$ cat src/design/bridge_aw_pkg.sv
// Package of shared types and constants for the master-side write-address front end
// Contract
// In independent-clock mode the slave port is sampled and driven only on the slave-port clock.
// In common-clock mode every master-side operation, link side included, runs from the slave-port clock.
// The physical-link clock is used only in independent-clock mode, where all but the slave port follows it; the code paces only the beat engine by it.
// With the serial-transceiver link, the transceiver supplies the physical-link clock.
// With the deskewed parallel link, outside logic supplies a 200 MHz or 300 MHz (+/-10 MHz) delay reference clock.
// The global reset is active low and is sampled synchronously to the clock; the code clears its registers asynchronously while reset_n is low.
// The system keeps every used clock stable before releasing the global reset.
// In lightweight slave mode the lightweight master port is sampled on rising edges of its own clock.
// In lightweight master mode the lightweight slave port is sampled on rising edges of its own clock.
// The identifier width is a parameter from 1 to 6 bits and tags each write address group.
// The 32-bit write address holds the first beat only; later beat addresses come from burst control.
// The 8-bit burst length gives the exact number of beats tied to the address.
// The 2-bit burst size gives the byte size of each beat; strobes pick the lanes.
// Each beat address is computed from the burst type together with the burst size.
// The upstream master holds address and control stable while valid is high until ready rises.
// A write address transfer completes on an edge with valid and ready high; all fields are captured there.
package bridge_aw_pkg;

  localparam int unsigned ID_WIDTH_MAX       = 6;
  localparam int unsigned FIFO_DEPTH_DEFAULT = 32;
  localparam int unsigned LITE_WIDTH         = 32;

  // Burst type encodings
  localparam logic [1:0] BURST_FIXED = 2'h0;
  localparam logic [1:0] BURST_INCR  = 2'h1;
  localparam logic [1:0] BURST_WRAP  = 2'h2;

  // Bit positions of the pins passed through the input synchronisers
  localparam int unsigned PIN_RESET  = 0;
  localparam int unsigned PIN_PHY    = 1;
  localparam int unsigned PIN_LITE_M = 2;
  localparam int unsigned PIN_LITE_S = 3;
  localparam int unsigned PIN_COUNT  = 4;

  // Reset values
  localparam logic [PIN_COUNT-1:0] PIN_LEVEL_RESET = 4'h0;

  // One accepted write address group
  typedef struct packed {
    logic [ID_WIDTH_MAX-1:0] id;
    logic [31:0]             addr;
    logic [7:0]              len;
    logic [1:0]              size;
    logic [1:0]              burst;
  } aw_req_t;

  // One beat handed to the link side
  typedef struct packed {
    logic [ID_WIDTH_MAX-1:0] id;
    logic [31:0]             addr;
    logic [1:0]              size;
    logic                    last;
  } aw_beat_t;

endpackage

$ cat src/design/aw_fifo.sv
// Synchronous FIFO with registered read data, used to queue write address groups
`timescale 1ns/100ps
`default_nettype none

module aw_fifo #(
  parameter int unsigned WIDTH = 8,
  parameter int unsigned DEPTH = 32
) (
  // Clock and reset
  input  wire logic             clock,
  input  wire logic             reset_n,
  input  wire logic             flush,
  // Filling side
  input  wire logic             in_valid,
  output logic                  in_ready,
  input  wire logic [WIDTH-1:0] in_data,
  // Draining side
  output logic                  out_valid,
  input  wire logic             out_ready,
  output logic [WIDTH-1:0]      out_data
);

  localparam int unsigned PW = (DEPTH > 1) ? $clog2(DEPTH) : 1;
  localparam int unsigned CW = $clog2(DEPTH + 1);

  if (DEPTH < 2 || (DEPTH & (DEPTH - 1)) != 0 || WIDTH < 1)
  begin : g_bad_geometry
    $error("aw_fifo: DEPTH must be a power of two of at least 2");
  end

  typedef struct packed {
    logic [PW-1:0]    wr_ptr;
    logic [PW-1:0]    rd_ptr;
    logic [CW-1:0]    count;
    logic             out_valid;
    logic [WIDTH-1:0] out_data;
  } fifo_state_t;

  fifo_state_t      q;
  fifo_state_t      d;
  logic [WIDTH-1:0] mem [DEPTH];
  logic             push;
  logic             load;

  // Full is honest: the count covers only words held in the array
  assign in_ready  = (q.count != CW'(DEPTH));
  assign out_valid = q.out_valid;
  assign out_data  = q.out_data;

  // Pointer, count and output stage update
  always_comb
  begin
    d    = q;
    push = in_valid & in_ready;
    load = (q.count != '0) & (~q.out_valid | out_ready);
    if (out_ready & q.out_valid)
    begin
      d.out_valid = 1'b0;
    end
    if (load)
    begin
      d.out_valid = 1'b1;
      d.out_data  = mem[q.rd_ptr];
      d.rd_ptr    = q.rd_ptr + PW'(1);
    end
    if (push)
    begin
      d.wr_ptr = q.wr_ptr + PW'(1);
    end
    d.count = q.count + CW'(push) - CW'(load);
    if (flush)
    begin
      d = '0;
    end
  end

  always_ff @(posedge clock or negedge reset_n)
  begin
    if (!reset_n)
    begin
      q <= '0;
    end
    else
    begin
      q <= d;
    end
  end

  // Array write kept out of the reset path so it maps onto RAM
  always_ff @(posedge clock)
  begin
    if (push)
    begin
      mem[q.wr_ptr] <= in_data;
    end
  end

endmodule

`default_nettype wire

$ cat src/design/bridge_aw_front.sv
// Clocking, reset and write-address front end of the bridge master side
`timescale 1ns/100ps
`default_nettype none

module bridge_aw_front
  import bridge_aw_pkg::*;
#(
  parameter bit          COMMON_CLOCK_MODE  = 1'b1,
  parameter bit          LITE_SLAVE_MODE    = 1'b1,
  parameter int unsigned id_width_parameter = ID_WIDTH_MAX,
  parameter int unsigned FIFO_DEPTH         = FIFO_DEPTH_DEFAULT
) (
  // Slave-port clock and global reset
  input  wire logic                          clock,
  input  wire logic                          reset_n,
  // Clocks sampled as plain inputs
  input  wire logic                          physical_link_clock,
  input  wire logic                          lite_master_clock,
  input  wire logic                          lite_slave_clock,
  // Write address channel
  input  wire logic [id_width_parameter-1:0] s_axi_awid,
  input  wire logic [31:0]                   s_axi_awaddr,
  input  wire logic [7:0]                    s_axi_awlen,
  input  wire logic [1:0]                    s_axi_awsize,
  input  wire logic [1:0]                    s_axi_awburst,
  input  wire logic                          s_axi_awvalid,
  output logic                               s_axi_awready,
  // Beat addresses toward the link side
  output logic                               beat_valid,
  output aw_beat_t                           beat,
  input  wire logic                          beat_ready,
  // Lightweight port word capture
  input  wire logic                          lite_in_valid,
  input  wire logic [LITE_WIDTH-1:0]         lite_in_data,
  output logic                               lite_word_valid,
  output logic [LITE_WIDTH-1:0]              lite_word
);

  if (id_width_parameter < 1 || id_width_parameter > ID_WIDTH_MAX)
  begin : g_bad_id_width
    $error("bridge_aw_front: identifier width must be 1 to 6");
  end

  typedef struct packed {
    logic [PIN_COUNT-1:0]             s1;
    logic [PIN_COUNT-1:0]             s2;
    logic [PIN_COUNT-1:0]             s3;
    logic [PIN_COUNT-1:0]             lvl;
    logic [2:0][LITE_WIDTH:0]         lite_pipe;
    logic                             lite_valid;
    logic [LITE_WIDTH-1:0]            lite_word;
    logic                             awready;
    logic                             hold_valid;
    aw_req_t                          hold;
    logic                             busy;
    aw_req_t                          cur;
    logic [7:0]                       left;
    logic                             beat_valid;
    aw_beat_t                         beat;
  } front_state_t;

  front_state_t         q;
  front_state_t         d;
  logic [PIN_COUNT-1:0] agree;
  logic [PIN_COUNT-1:0] rise;
  logic                 in_rst;
  logic                 link_step;
  logic                 lite_edge;
  logic                 fire;
  logic                 adv;
  logic                 pop;
  logic                 fifo_in_ready;
  logic                 fifo_out_valid;
  logic [$bits(aw_req_t)-1:0] fifo_out_raw;
  aw_req_t              fifo_head;

  assign fifo_head = aw_req_t'(fifo_out_raw);

  // Address of the following beat from burst type, size and length
  function automatic logic [31:0] next_addr(input aw_req_t r);
    logic [31:0] inc;
    logic [31:0] mask;
    inc  = 32'h1 << r.size;
    mask = (({24'h0, r.len} + 32'h1) << r.size) - 32'h1;
    case (r.burst)
      BURST_FIXED: next_addr = r.addr;
      BURST_WRAP:  next_addr = (r.addr & ~mask) | ((r.addr + inc) & mask);
      default:     next_addr = r.addr + inc;   // Reserved type treated as incrementing
    endcase
  endfunction

  // Queue of accepted groups; its fullness holds back the slave port
  aw_fifo #(
    .WIDTH ($bits(aw_req_t)),
    .DEPTH (FIFO_DEPTH)
  ) u_queue (
    .clock     (clock),
    .reset_n   (reset_n),
    .flush     (in_rst),
    .in_valid  (q.hold_valid),
    .in_ready  (fifo_in_ready),
    .in_data   (q.hold),
    .out_valid (fifo_out_valid),
    .out_ready (pop),
    .out_data  (fifo_out_raw)
  );

  // Next-state logic for the whole front end
  always_comb
  begin
    d = q;
    // Pin synchronisers; a level counts once stages two and three agree
    d.s1  = {lite_slave_clock, lite_master_clock, physical_link_clock, reset_n};
    d.s2  = q.s1;
    d.s3  = q.s2;
    agree = ~(q.s2 ^ q.s3);
    d.lvl = (q.s3 & agree) | (q.lvl & ~agree);
    rise  = agree & q.s3 & ~q.lvl;
    in_rst = ~q.lvl[PIN_RESET];
    // Link rises are seen three to four cycles late, so the link clock must stay below clock/4
    // Link side follows the slave-port clock or the sampled link clock
    link_step = COMMON_CLOCK_MODE ? 1'b1 : rise[PIN_PHY];

    // Lightweight word taken on the rising edge of the selected port clock
    lite_edge = LITE_SLAVE_MODE ? rise[PIN_LITE_M] : rise[PIN_LITE_S];
    d.lite_pipe  = {q.lite_pipe[1:0], {lite_in_valid, lite_in_data}};
    d.lite_valid = lite_edge & q.lite_pipe[2][LITE_WIDTH];
    if (lite_edge)
    begin
      d.lite_word = q.lite_pipe[2][LITE_WIDTH-1:0];
    end

    // Slave port runs on clock alone, whatever the link does
    fire = s_axi_awvalid & q.awready;
    if (q.hold_valid & fifo_in_ready)
    begin
      d.hold_valid = 1'b0;
    end
    if (fire)
    begin
      d.hold_valid = 1'b1;
      d.hold.id    = ID_WIDTH_MAX'(s_axi_awid);
      d.hold.addr  = s_axi_awaddr;
      d.hold.len   = s_axi_awlen;
      d.hold.size  = s_axi_awsize;
      d.hold.burst = s_axi_awburst;
    end
    // Ready only while the holding stage is free; costs one idle cycle per group
    d.awready = ~d.hold_valid;

    // Beat engine, stalled by the link side
    adv = link_step & (~q.beat_valid | beat_ready);
    pop = adv & ~q.busy & fifo_out_valid & ~in_rst;
    if (pop)
    begin
      d.beat_valid = 1'b1;
      d.beat.id    = fifo_head.id;
      d.beat.addr  = fifo_head.addr;
      d.beat.size  = fifo_head.size;
      d.beat.last  = (fifo_head.len == 8'h00);
      d.busy       = (fifo_head.len != 8'h00);
      d.cur        = fifo_head;
      d.cur.addr   = next_addr(fifo_head);
      d.left       = fifo_head.len;
    end
    else if (adv & q.busy)
    begin
      d.beat_valid = 1'b1;
      d.beat.id    = q.cur.id;
      d.beat.addr  = q.cur.addr;
      d.beat.size  = q.cur.size;
      d.beat.last  = (q.left == 8'h01);
      d.busy       = (q.left != 8'h01);
      d.cur.addr   = next_addr(q.cur);
      d.left       = q.left - 8'h01;
    end
    else if (adv)
    begin
      d.beat_valid = 1'b0;
    end

    // Synchronous reset of the operating state; synchronisers keep running
    if (in_rst)
    begin
      d.awready    = 1'b0;
      d.hold_valid = 1'b0;
      d.busy       = 1'b0;
      d.beat_valid = 1'b0;
      d.lite_valid = 1'b0;
    end
  end

  always_ff @(posedge clock or negedge reset_n)
  begin
    if (!reset_n)
    begin
      q     <= '0;
      q.lvl <= PIN_LEVEL_RESET;
    end
    else
    begin
      q <= d;
    end
  end

  // Outputs straight from the state register
  assign s_axi_awready   = q.awready;
  assign beat_valid      = q.beat_valid;
  assign beat            = q.beat;
  assign lite_word_valid = q.lite_valid;
  assign lite_word       = q.lite_word;

  // Checks of the capture, beat and clocking behaviour
  property p_capture;
    @(posedge clock) disable iff (!reset_n)
    fire && !in_rst |=> q.hold_valid && q.hold.addr == $past(s_axi_awaddr)
                        && q.hold.len == $past(s_axi_awlen);
  endproperty
  a_capture: assert property (p_capture) else $error("write address not captured");

  property p_ready_drop;
    @(posedge clock) disable iff (!reset_n)
    fire |=> !s_axi_awready;
  endproperty
  a_ready_drop: assert property (p_ready_drop) else $error("ready held after transfer");

  property p_first_beat;
    @(posedge clock) disable iff (!reset_n)
    pop |=> beat_valid && beat.addr == $past(fifo_head.addr) && beat.size == $past(fifo_head.size);
  endproperty
  a_first_beat: assert property (p_first_beat) else $error("first beat address wrong");

  property p_single_last;
    @(posedge clock) disable iff (!reset_n)
    pop && fifo_head.len == 8'h00 |=> beat.last;
  endproperty
  a_single_last: assert property (p_single_last) else $error("single beat not last");

  property p_incr_step;
    @(posedge clock) disable iff (!reset_n || in_rst)
    adv && q.busy && q.cur.burst == BURST_INCR
      |=> beat.addr + (32'h1 << beat.size) == q.cur.addr;
  endproperty
  a_incr_step: assert property (p_incr_step) else $error("incrementing step wrong");

  property p_fixed_step;
    @(posedge clock) disable iff (!reset_n || in_rst)
    adv && q.busy && q.cur.burst == BURST_FIXED |=> beat.addr == $past(beat.addr);
  endproperty
  a_fixed_step: assert property (p_fixed_step) else $error("fixed burst address moved");

  property p_common_go;
    @(posedge clock) disable iff (!reset_n || in_rst)
    COMMON_CLOCK_MODE && !q.beat_valid && !q.busy && fifo_out_valid |=> beat_valid;
  endproperty
  a_common_go: assert property (p_common_go) else $error("common clock beat stalled");

  property p_indep_hold;
    @(posedge clock) disable iff (!reset_n || in_rst)
    !COMMON_CLOCK_MODE && !rise[PIN_PHY] |=> $stable(beat_valid) && $stable(beat);
  endproperty
  a_indep_hold: assert property (p_indep_hold) else $error("beat moved off link edge");

  property p_reset_quiet;
    @(posedge clock) disable iff (!reset_n)
    in_rst |=> !s_axi_awready && !beat_valid && !lite_word_valid;
  endproperty
  a_reset_quiet: assert property (p_reset_quiet) else $error("outputs active in reset");

  property p_lite_edge;
    @(posedge clock) disable iff (!reset_n)
    !lite_edge |=> !lite_word_valid;
  endproperty
  a_lite_edge: assert property (p_lite_edge) else $error("lite word off clock edge");

  property p_beat_fields;
    @(posedge clock) disable iff (!reset_n || in_rst)
    adv && q.busy |=> beat.size == $past(q.cur.size) && beat.id == $past(q.cur.id);
  endproperty
  a_beat_fields: assert property (p_beat_fields) else $error("later beat size or tag changed");

  // Narrow tags are widened with zeros so upper tag bits never carry stale values
  property p_id_capture;
    @(posedge clock) disable iff (!reset_n)
    fire && !in_rst |=> q.hold.id == ID_WIDTH_MAX'($past(s_axi_awid));
  endproperty
  a_id_capture: assert property (p_id_capture) else $error("write tag not captured");

  property p_lite_capture;
    @(posedge clock) disable iff (!reset_n || in_rst)
    lite_edge && q.lite_pipe[2][LITE_WIDTH] |=> lite_word_valid
      && lite_word == $past(q.lite_pipe[2][LITE_WIDTH-1:0]);
  endproperty
  a_lite_capture: assert property (p_lite_capture) else $error("lite word not captured");

  c_fire: cover property (@(posedge clock) disable iff (!reset_n) fire);
  c_burst_end: cover property (@(posedge clock) disable iff (!reset_n)
    beat_valid && beat_ready && beat.last && q.cur.len != 8'h00);
  c_lite: cover property (@(posedge clock) disable iff (!reset_n) lite_word_valid);
  c_link_take: cover property (@(posedge clock) disable iff (!reset_n)
    !COMMON_CLOCK_MODE && beat_valid && beat_ready && rise[PIN_PHY]);

endmodule

`default_nettype wire

$ cat config.mk
export PLATFORM = sky130hd
export DESIGN_NAME = bridge_aw_front
export DESIGN_NICKNAME = d
export VERILOG_FILES = /design/src/design/bridge_aw_pkg.sv /design/src/design/aw_fifo.sv /design/src/design/bridge_aw_front.sv
export SDC_FILE = /design/constraint.sdc
export NUM_CORES = 2
export LEC_CHECK = 0
export BUFFER_PORTS_ARGS = -buffer_cell sky130_fd_sc_hd__buf_2
export CAP_MARGIN = 10
export CORE_MARGIN = 2
export CORE_UTILIZATION = 29
export DETAILED_ROUTE_END_ITERATION = 16
export PLACE_DENSITY = 0.51
export SYNTH_ARGS = -nofsm -noshare
export SYNTH_HDL_FRONTEND = slang
export SYNTH_SLANG_ARGS = --single-unit
$ cat constraint.sdc
create_clock -name clock -period 5.6 [get_ports clock]
set_input_delay 0.28 -clock clock [delete_from_list [all_inputs] [get_ports clock]]
set_output_delay 0.28 -clock clock [all_outputs]
set_load 0.02 [all_outputs]
Word-level counts from Yosys, hierarchy flattened
Memories as Yosys holds them, arrays and structs flattened.
Cells that the tools add are included.
{ "totals": {"ff_bits": 368, "latchBits": 0, "ram_bits": 1600, "mem_bits_ro": 0, "in_bits": 90, "output_inout_bits": 76, "wordCells": 122, "n_memories": 1} }
{ "op_classes": {"addsub": 11, "mul": 0, "div": 0, "n_lt_le_gt_ge": 0, "n_eq_ne": 11, "n_shift": 4, "n_mux": 24, "bitwise_logic": 31, "reduce_logical": 7} }
{ "mem_list": {"columns": ["memory", "words", "width", "rd", "rd_clocked_by_memory_dff", "write_ports", "line", "rtl"], "rows": [
  ["u_queue.mem", 32, 50, 1, 0, 1, "aw_fifo.sv:41", "logic [WIDTH-1:0] mem [DEPTH];"]
]} }
{ "op_table": {"columns": ["operator", "n"], "rows": [
  ["32-bit AND", 4],
  ["32-bit case mux with 2 select lines", 2],
  ["51-bit two-way mux", 2],
  ["67-bit two-way mux", 1],
  ["32-bit adder", 2],
  ["32-bit two-way mux", 2],
  ["32-bit inverter", 2],
  ["32-bit OR", 2],
  ["1-bit by 2-bit left shift with 32-bit output (first input constant)", 2],
  ["9-bit by 2-bit left shift with 32-bit output", 2],
  ["32-bit by 1-bit subtractor with 32-bit output (second input constant)", 2],
  ["50-bit two-way mux", 1],
  ["41-bit two-way mux", 1],
  ["8-bit by 1-bit adder with 9-bit output (second input constant)", 2],
  ["1-bit two-way mux", 11],
  ["5-bit by 1-bit adder with 5-bit output (second input constant)", 2],
  ["5-bit two-way mux", 2],
  ["1-bit AND", 9],
  ["4-bit AND", 2],
  ["8-bit by 1-bit equality test with 1-bit output (second input constant)", 1],
  ["8-bit logical NOT", 1],
  ["8-bit two-way mux", 1],
  ["8-bit by 1-bit inequality test with 1-bit output (second input constant)", 1],
  ["4-bit inverter", 2],
  ["20 further kinds", 29]
]} }

Depth between registers and ports, before layout
{ "depth": {"word_depth": 9, "mapped_depth": 15, "depth_no_buf": 14} }

By module
A second synthesis with hierarchy kept.
{ "unflattened": {"hier_cells": 4498, "area_unflattened_um2": 77865.9} }
{ "modules_own_cells": {"columns": ["mod", "n_inst", "cells_per_inst", "area_per_inst_um2", "seq_area_each_um2"], "rows": [
  ["aw_fifo", 1, 3222, 64038.9, 49722.7],
  ["bridge_aw_front", 1, 1276, 13827.0, 7332.0]
]} }

Worst setup path after synthesis
OpenSTA, ideal clock, no wires.
{ "synth_timing": {"kind": "flip-flop to flip-flop", "startpoint": "register u_queue.q[53] (netlist name)", "endpoint": "memory u_queue.mem[15][0] (netlist name), enable pin", "setup_ps": 459, "t_arrival_ps": 3661, "required_time_ps": 5141, "path_slack_ps": 1479, "stages_incl_launch_ff": 7, "path_buffers": 0, "period_less_slack_ps": 4121, "path_cell_list": "dfrtp_1 > inv_1 > ha_1 > and3_1 > a21boi_1 > nand2_1 > nor2_1"} }
{ "synth_between": {"elab_chain_len": 4} }
{ "synth_lines": {"columns": ["item", "line", "rtl"], "rows": [
  ["from (decl)", "aw_fifo.sv:39", "fifo_state_t q;"],
  ["from (signal assigned)", "aw_fifo.sv:81", "q <= '0;"],
  ["from (signal assigned)", "aw_fifo.sv:85", "q <= d;"],
  ["6-bit inequality test", "aw_fifo.sv:46", "assign in_ready = (q.count != CW'(DEPTH));"],
  ["1-bit AND", "aw_fifo.sv:54", "push = in_valid & in_ready;"],
  ["1-bit two-way mux", "aw_fifo.sv:92", "if (push)"],
  ["1-bit two-way mux (implied by the code)", "aw_fifo.sv:94", "mem[q.wr_ptr] <= in_data;"],
  ["to (decl)", "aw_fifo.sv:41", null]
]} }
Every way passes these cells.

==> flow_summary.rst <==
.. list-table::
   :header-rows: 1

   * - Metric
     - Value
   * - Outcome
     - finished clean
   * - Synthesized netlist net count
     - 3969
   * - Ratio of cells with drive above 1 in the final layout
     - 27.94%
   * - Post-synthesis adder-cell area fraction
     - 0.6096%
   * - Post-Syn Area per Cell
     - 20.08 µm²
   * - Slew at the pin closest to its max-slew limit
     - 1.202 ns
   * - CTS tree
     - yes
   * - Wire length of the first global-routing pass
     - 287.0 mm
   * - Share of the synthesized area in compound gates (AO/OA/AOI/OAI)
     - 2.557%
   * - Post-route clock skew
     - 0.05309 ns
   * - Number of antenna violations at the first check in global routing
     - 7
   * - Gp weighted congestion
     - 0.8032
   * - Initial DRT Pass Iterations
     - 7
   * - Worst Hold Class
     - in2reg
   * - Fraction of the cycle the final worst path needs
     - 78.98%
   * - Post-synthesis mux area share
     - 16.88%
   * - Iteration-0 DRC count of the detailed router
     - 3559
   * - Critical path class
     - reg2reg
   * - Nets@finish
     - 4260
   * - Final WL
     - 199.3 mm
   * - Number of endpoints with negative hold slack in the final report
     - 0
   * - Number of flops mapped to enable cells by yosys
     - 1600
   * - Clock period minus worst slack
     - 4.423 ns
   * - TritonCTS sink count
     - 1960
   * - Maximum operating frequency
     - 226.1 MHz
   * - Dominant combinational cell family by area after synthesis
     - multiplexers
   * - Capturing element type of the critical path
     - flip-flop
   * - Proportion of netlist area held by the largest area contributor
     - 62.26%
   * - Effective utilization at floorplan
     - 29.14%
   * - Pwr Density
     - 465.6 mW/mm²
   * - Die Height
     - 519.9 µm
   * - Final-report setup violation count
     - 0
   * - Buffers from clock root to sink, at most
     - 3
   * - Area of the mapped netlist
     - 0.07717 mm²
   * - Count of pins on the block boundary
     - 166
   * - Number of warning messages in the yosys log
     - 0
   * - Most frequent cell after synthesis
     - sky130_fd_sc_hd__edfxtp_1
   * - Max transition margin
     - 17.60%
   * - Arrival time of the worst setup path
     - 5.16 ns
   * - Part of the Yosys area used for sequential elements
     - 73.93%
   * - Maximum number of pins on one net before global-route repair
     - 131
   * - Htree depth
     - 4
   * - Routed via count
     - 37880
   * - Number of global-route vias before repair
     - 39150
   * - Total power draw
     - 42.04 mW
   * - Critical path required time
     - 6.33 ns
   * - Count of buffers added by post-CTS timing repair for setup
     - 0
   * - Setup tns final
     - 0 ns
   * - Area of the core
     - 0.2649 mm²
   * - DRC errors left
     - 0
   * - Gate count after technology mapping
     - 3844
   * - Buffer cell driving the clock tree root
     - sky130_fd_sc_hd__clkbuf_16
   * - Most frequent cells after synthesis
     - 1600 x sky130_fd_sc_hd__edfxtp_1, 500 x sky130_fd_sc_hd__mux4_2, 360 x sky130_fd_sc_hd__dfrtp_1
   * - Total die area
     - 0.2703 mm²
   * - Worst-Skew Late Latency
     - 0.86 ns
   * - Final routed wire length divided by cell count
     - 25.41 µm
   * - Slew Viols, Final
     - 0
   * - Total congestion overflow after global routing
     - 0
   * - Post-CTS Hold Buffers
     - 87
   * - Clock buffer count from CTS
     - 202
   * - Cell type with the largest total area after synthesis
     - sky130_fd_sc_hd__edfxtp_1
   * - Clock transition time at the flip-flop clock pins of the worst setup and hold paths
     - 0.06 ns
   * - Most common flop cell mapped by yosys
     - sky130_fd_sc_hd__edfxtp_1
   * - Input/output buffers
     - 163
   * - Seq cells post-synth
     - 1960
   * - Worst vdd rail ir drop
     - 0.3590 mV
   * - Final Cell Area
     - 0.09030 mm²
   * - Standard-cell rows
     - 189
   * - GRT Resource Usage Total
     - 14.57%
   * - Synth async-reset ratio
     - 18.37%
   * - Placement-stage cell area
     - 0.08266 mm²
   * - Detailed Place HPWL
     - 111.3 mm
   * - Max-Cap Viols
     - 0
   * - Synth top area cells
     - sky130_fd_sc_hd__edfxtp_1 62%, sky130_fd_sc_hd__mux4_2 15%, sky130_fd_sc_hd__dfrtp_1 12%
   * - Total leakage power
     - 29.71 nW
   * - Number of library cell types mapped by synthesis
     - 77
   * - Synth Area in XOR/XNOR
     - 0.9533%
   * - Post-synthesis share of cell area spent on and, or, nand and nor gates
     - 3.183%
   * - Unrepaired setup endpoints after global routing
     - false
   * - ANT nets after route
     - 0
   * - Post-synthesis to final-layout area growth
     - 17.00%
   * - Nature of the critical path startpoint
     - flip-flop
   * - Maximum fanout count along the critical path
     - 26
   * - Vias per cell
     - 4.829
   * - X dimension of the die
     - 519.9 µm
   * - Post-CTS resize count
     - 0
layout by cell type, fill, tap and decap left out, types with 20 or more instances in the layout:
master                          Yosys  routed
sky130_fd_sc_hd__clkbuf_1         142      54
sky130_fd_sc_hd__dfrtp_1          360     354
sky130_fd_sc_hd__nor2_4             0      32
sky130_fd_sc_hd__xor2_1            36      36
sky130_fd_sc_hd__clkbuf_16          0     204
sky130_fd_sc_hd__xnor2_1           48      48
sky130_fd_sc_hd__and2_1            20      20
sky130_fd_sc_hd__dlygate4sd3_1      0      87
sky130_fd_sc_hd__ha_1              32      32
sky130_fd_sc_hd__edfxtp_1        1600    1600
sky130_fd_sc_hd__clkinv_2           0      25
sky130_fd_sc_hd__mux2_2            85      85
sky130_fd_sc_hd__o211a_1           53      53
sky130_fd_sc_hd__clkinv_1           2      35
sky130_fd_sc_hd__a22oi_1           25      24
sky130_fd_sc_hd__nor2_1           102      69
sky130_fd_sc_hd__mux2i_1           81      81
sky130_fd_sc_hd__inv_1             38      38
sky130_fd_sc_hd__nand2_1          218     217
sky130_fd_sc_hd__buf_12             0      35
sky130_fd_sc_hd__bufinv_16          0      20
sky130_fd_sc_hd__mux4_2           500     500
sky130_fd_sc_hd__buf_4             73      74
sky130_fd_sc_hd__nor3_1            27      27
sky130_fd_sc_hd__o21ai_0           39      39
sky130_fd_sc_hd__nand3_1           32      31
sky130_fd_sc_hd__a21oi_1           38      38
sky130_fd_sc_hd__buf_2              1     162
sky130_fd_sc_hd__a31oi_1           22      22
report_power, final:
| part | internal [mW] | total, mW | leakage (nW) | switching (mW) |
|---|---|---|---|---|
| sequential | 17.4 | 19.2 | 18.8 | 1.80 |
| clock | 7.90 | 13.7 | 3.27 | 5.76 |
| combinational | 4.40 | 9.22 | 7.64 | 4.82 |
worst max-delay path: stages (launching register included):
cell and delay, ns:
sky130_fd_sc_hd__dfrtp_1 0.87, sky130_fd_sc_hd__clkinv_1 0.51, sky130_fd_sc_hd__nand2_1 0.26, sky130_fd_sc_hd__inv_1 0.09, sky130_fd_sc_hd__fa_1 0.41, sky130_fd_sc_hd__a21o_1 0.18, sky130_fd_sc_hd__a21oi_1 0.44, sky130_fd_sc_hd__nor2_1 0.20
sky130_fd_sc_hd__a31oi_1 0.79, sky130_fd_sc_hd__nor2_1 0.11, sky130_fd_sc_hd__xor2_1 0.18, sky130_fd_sc_hd__a211o_1 0.29
registers in the layout, summed over array words and instances, names as in the netlist, named ones only:
signal	cells
beat	41
beat_valid	1
d	70
lite_word	32
lite_word_valid	1
q	113
s_axi_awready	1
u_queue.mem	1600
u_queue.out_data	50
u_queue.out_valid	1
u_queue.q	16
metrics by stage:
| stage | utilization (%) | setup WS, ns | std cells | hold slack, ns |
|---|---|---|---|---|
| floorplan | - | 1.479 | 3844 | -0.01559 |
| global placement | 31.21 | 1.151 | 7377 | 0.3313 |
| detailed placement | 31.21 | 1.212 | 7377 | 0.3347 |
| CTS | 34.09 | 1.234 | 7842 | 0.01354 |
| global route | 34.09 | 0.9283 | 7842 | 0.03613 |
| finish | 34.09 | 1.177 | 7845 | 0.08858 |
final timing paths:
| check | start | end | slack (ns) | cells after the start |
|---|---|---|---|---|
| max in group asynchronous | reset_n | u_queue.q[61] | 4.03 | 3 |
| hold reg to reg | d[258] | q[258] | 0.32 | 0 |
| setup / recovery | u_queue.out_data[3] | flip-flop | 1.18 | 11 |
| hold / removal | lite_in_data[11] | d[230] | 0.09 | 2 |
| setup reg to reg | u_queue.out_data[3] | flip-flop | 1.18 | 11 |
| min in group asynchronous | reset_n | u_queue.out_data[46] | 0.12 | 2 |
kinds of logic (layout without fill, tap and decap cells):
kind of cell	Yosys count	after routing
fa+ha+maj	36	36
flops	1960	1960
other cells	0	3
mux	666	666
buf+inv	312	777
simple gates	521	521
compound gates	265	265
xor+xnor	84	84
final cells by class:
cell class,count,area [µm²]
antenna,3,7.507
clock buffer,276,5555
clock inverter,102,1204
fill,25030,174600
inverter,40,150.1
multi-input combinational,1572,18930
sequential,1960,57080
tap,3533,4420
timing repair buffer,359,2953
routing by layer:
layer / routed length [µm] / track usage [%] / vias up
met4: 3019 / 3.018 / 4
met3: 10440 / 2.368 / 209
met2: 94920 / 23.31 / 971
met1: 90930 / 20.94 / 20600
li1: - / - / 16100
met5: 21 / 0 / -
(Power assumes the default switching activity.)
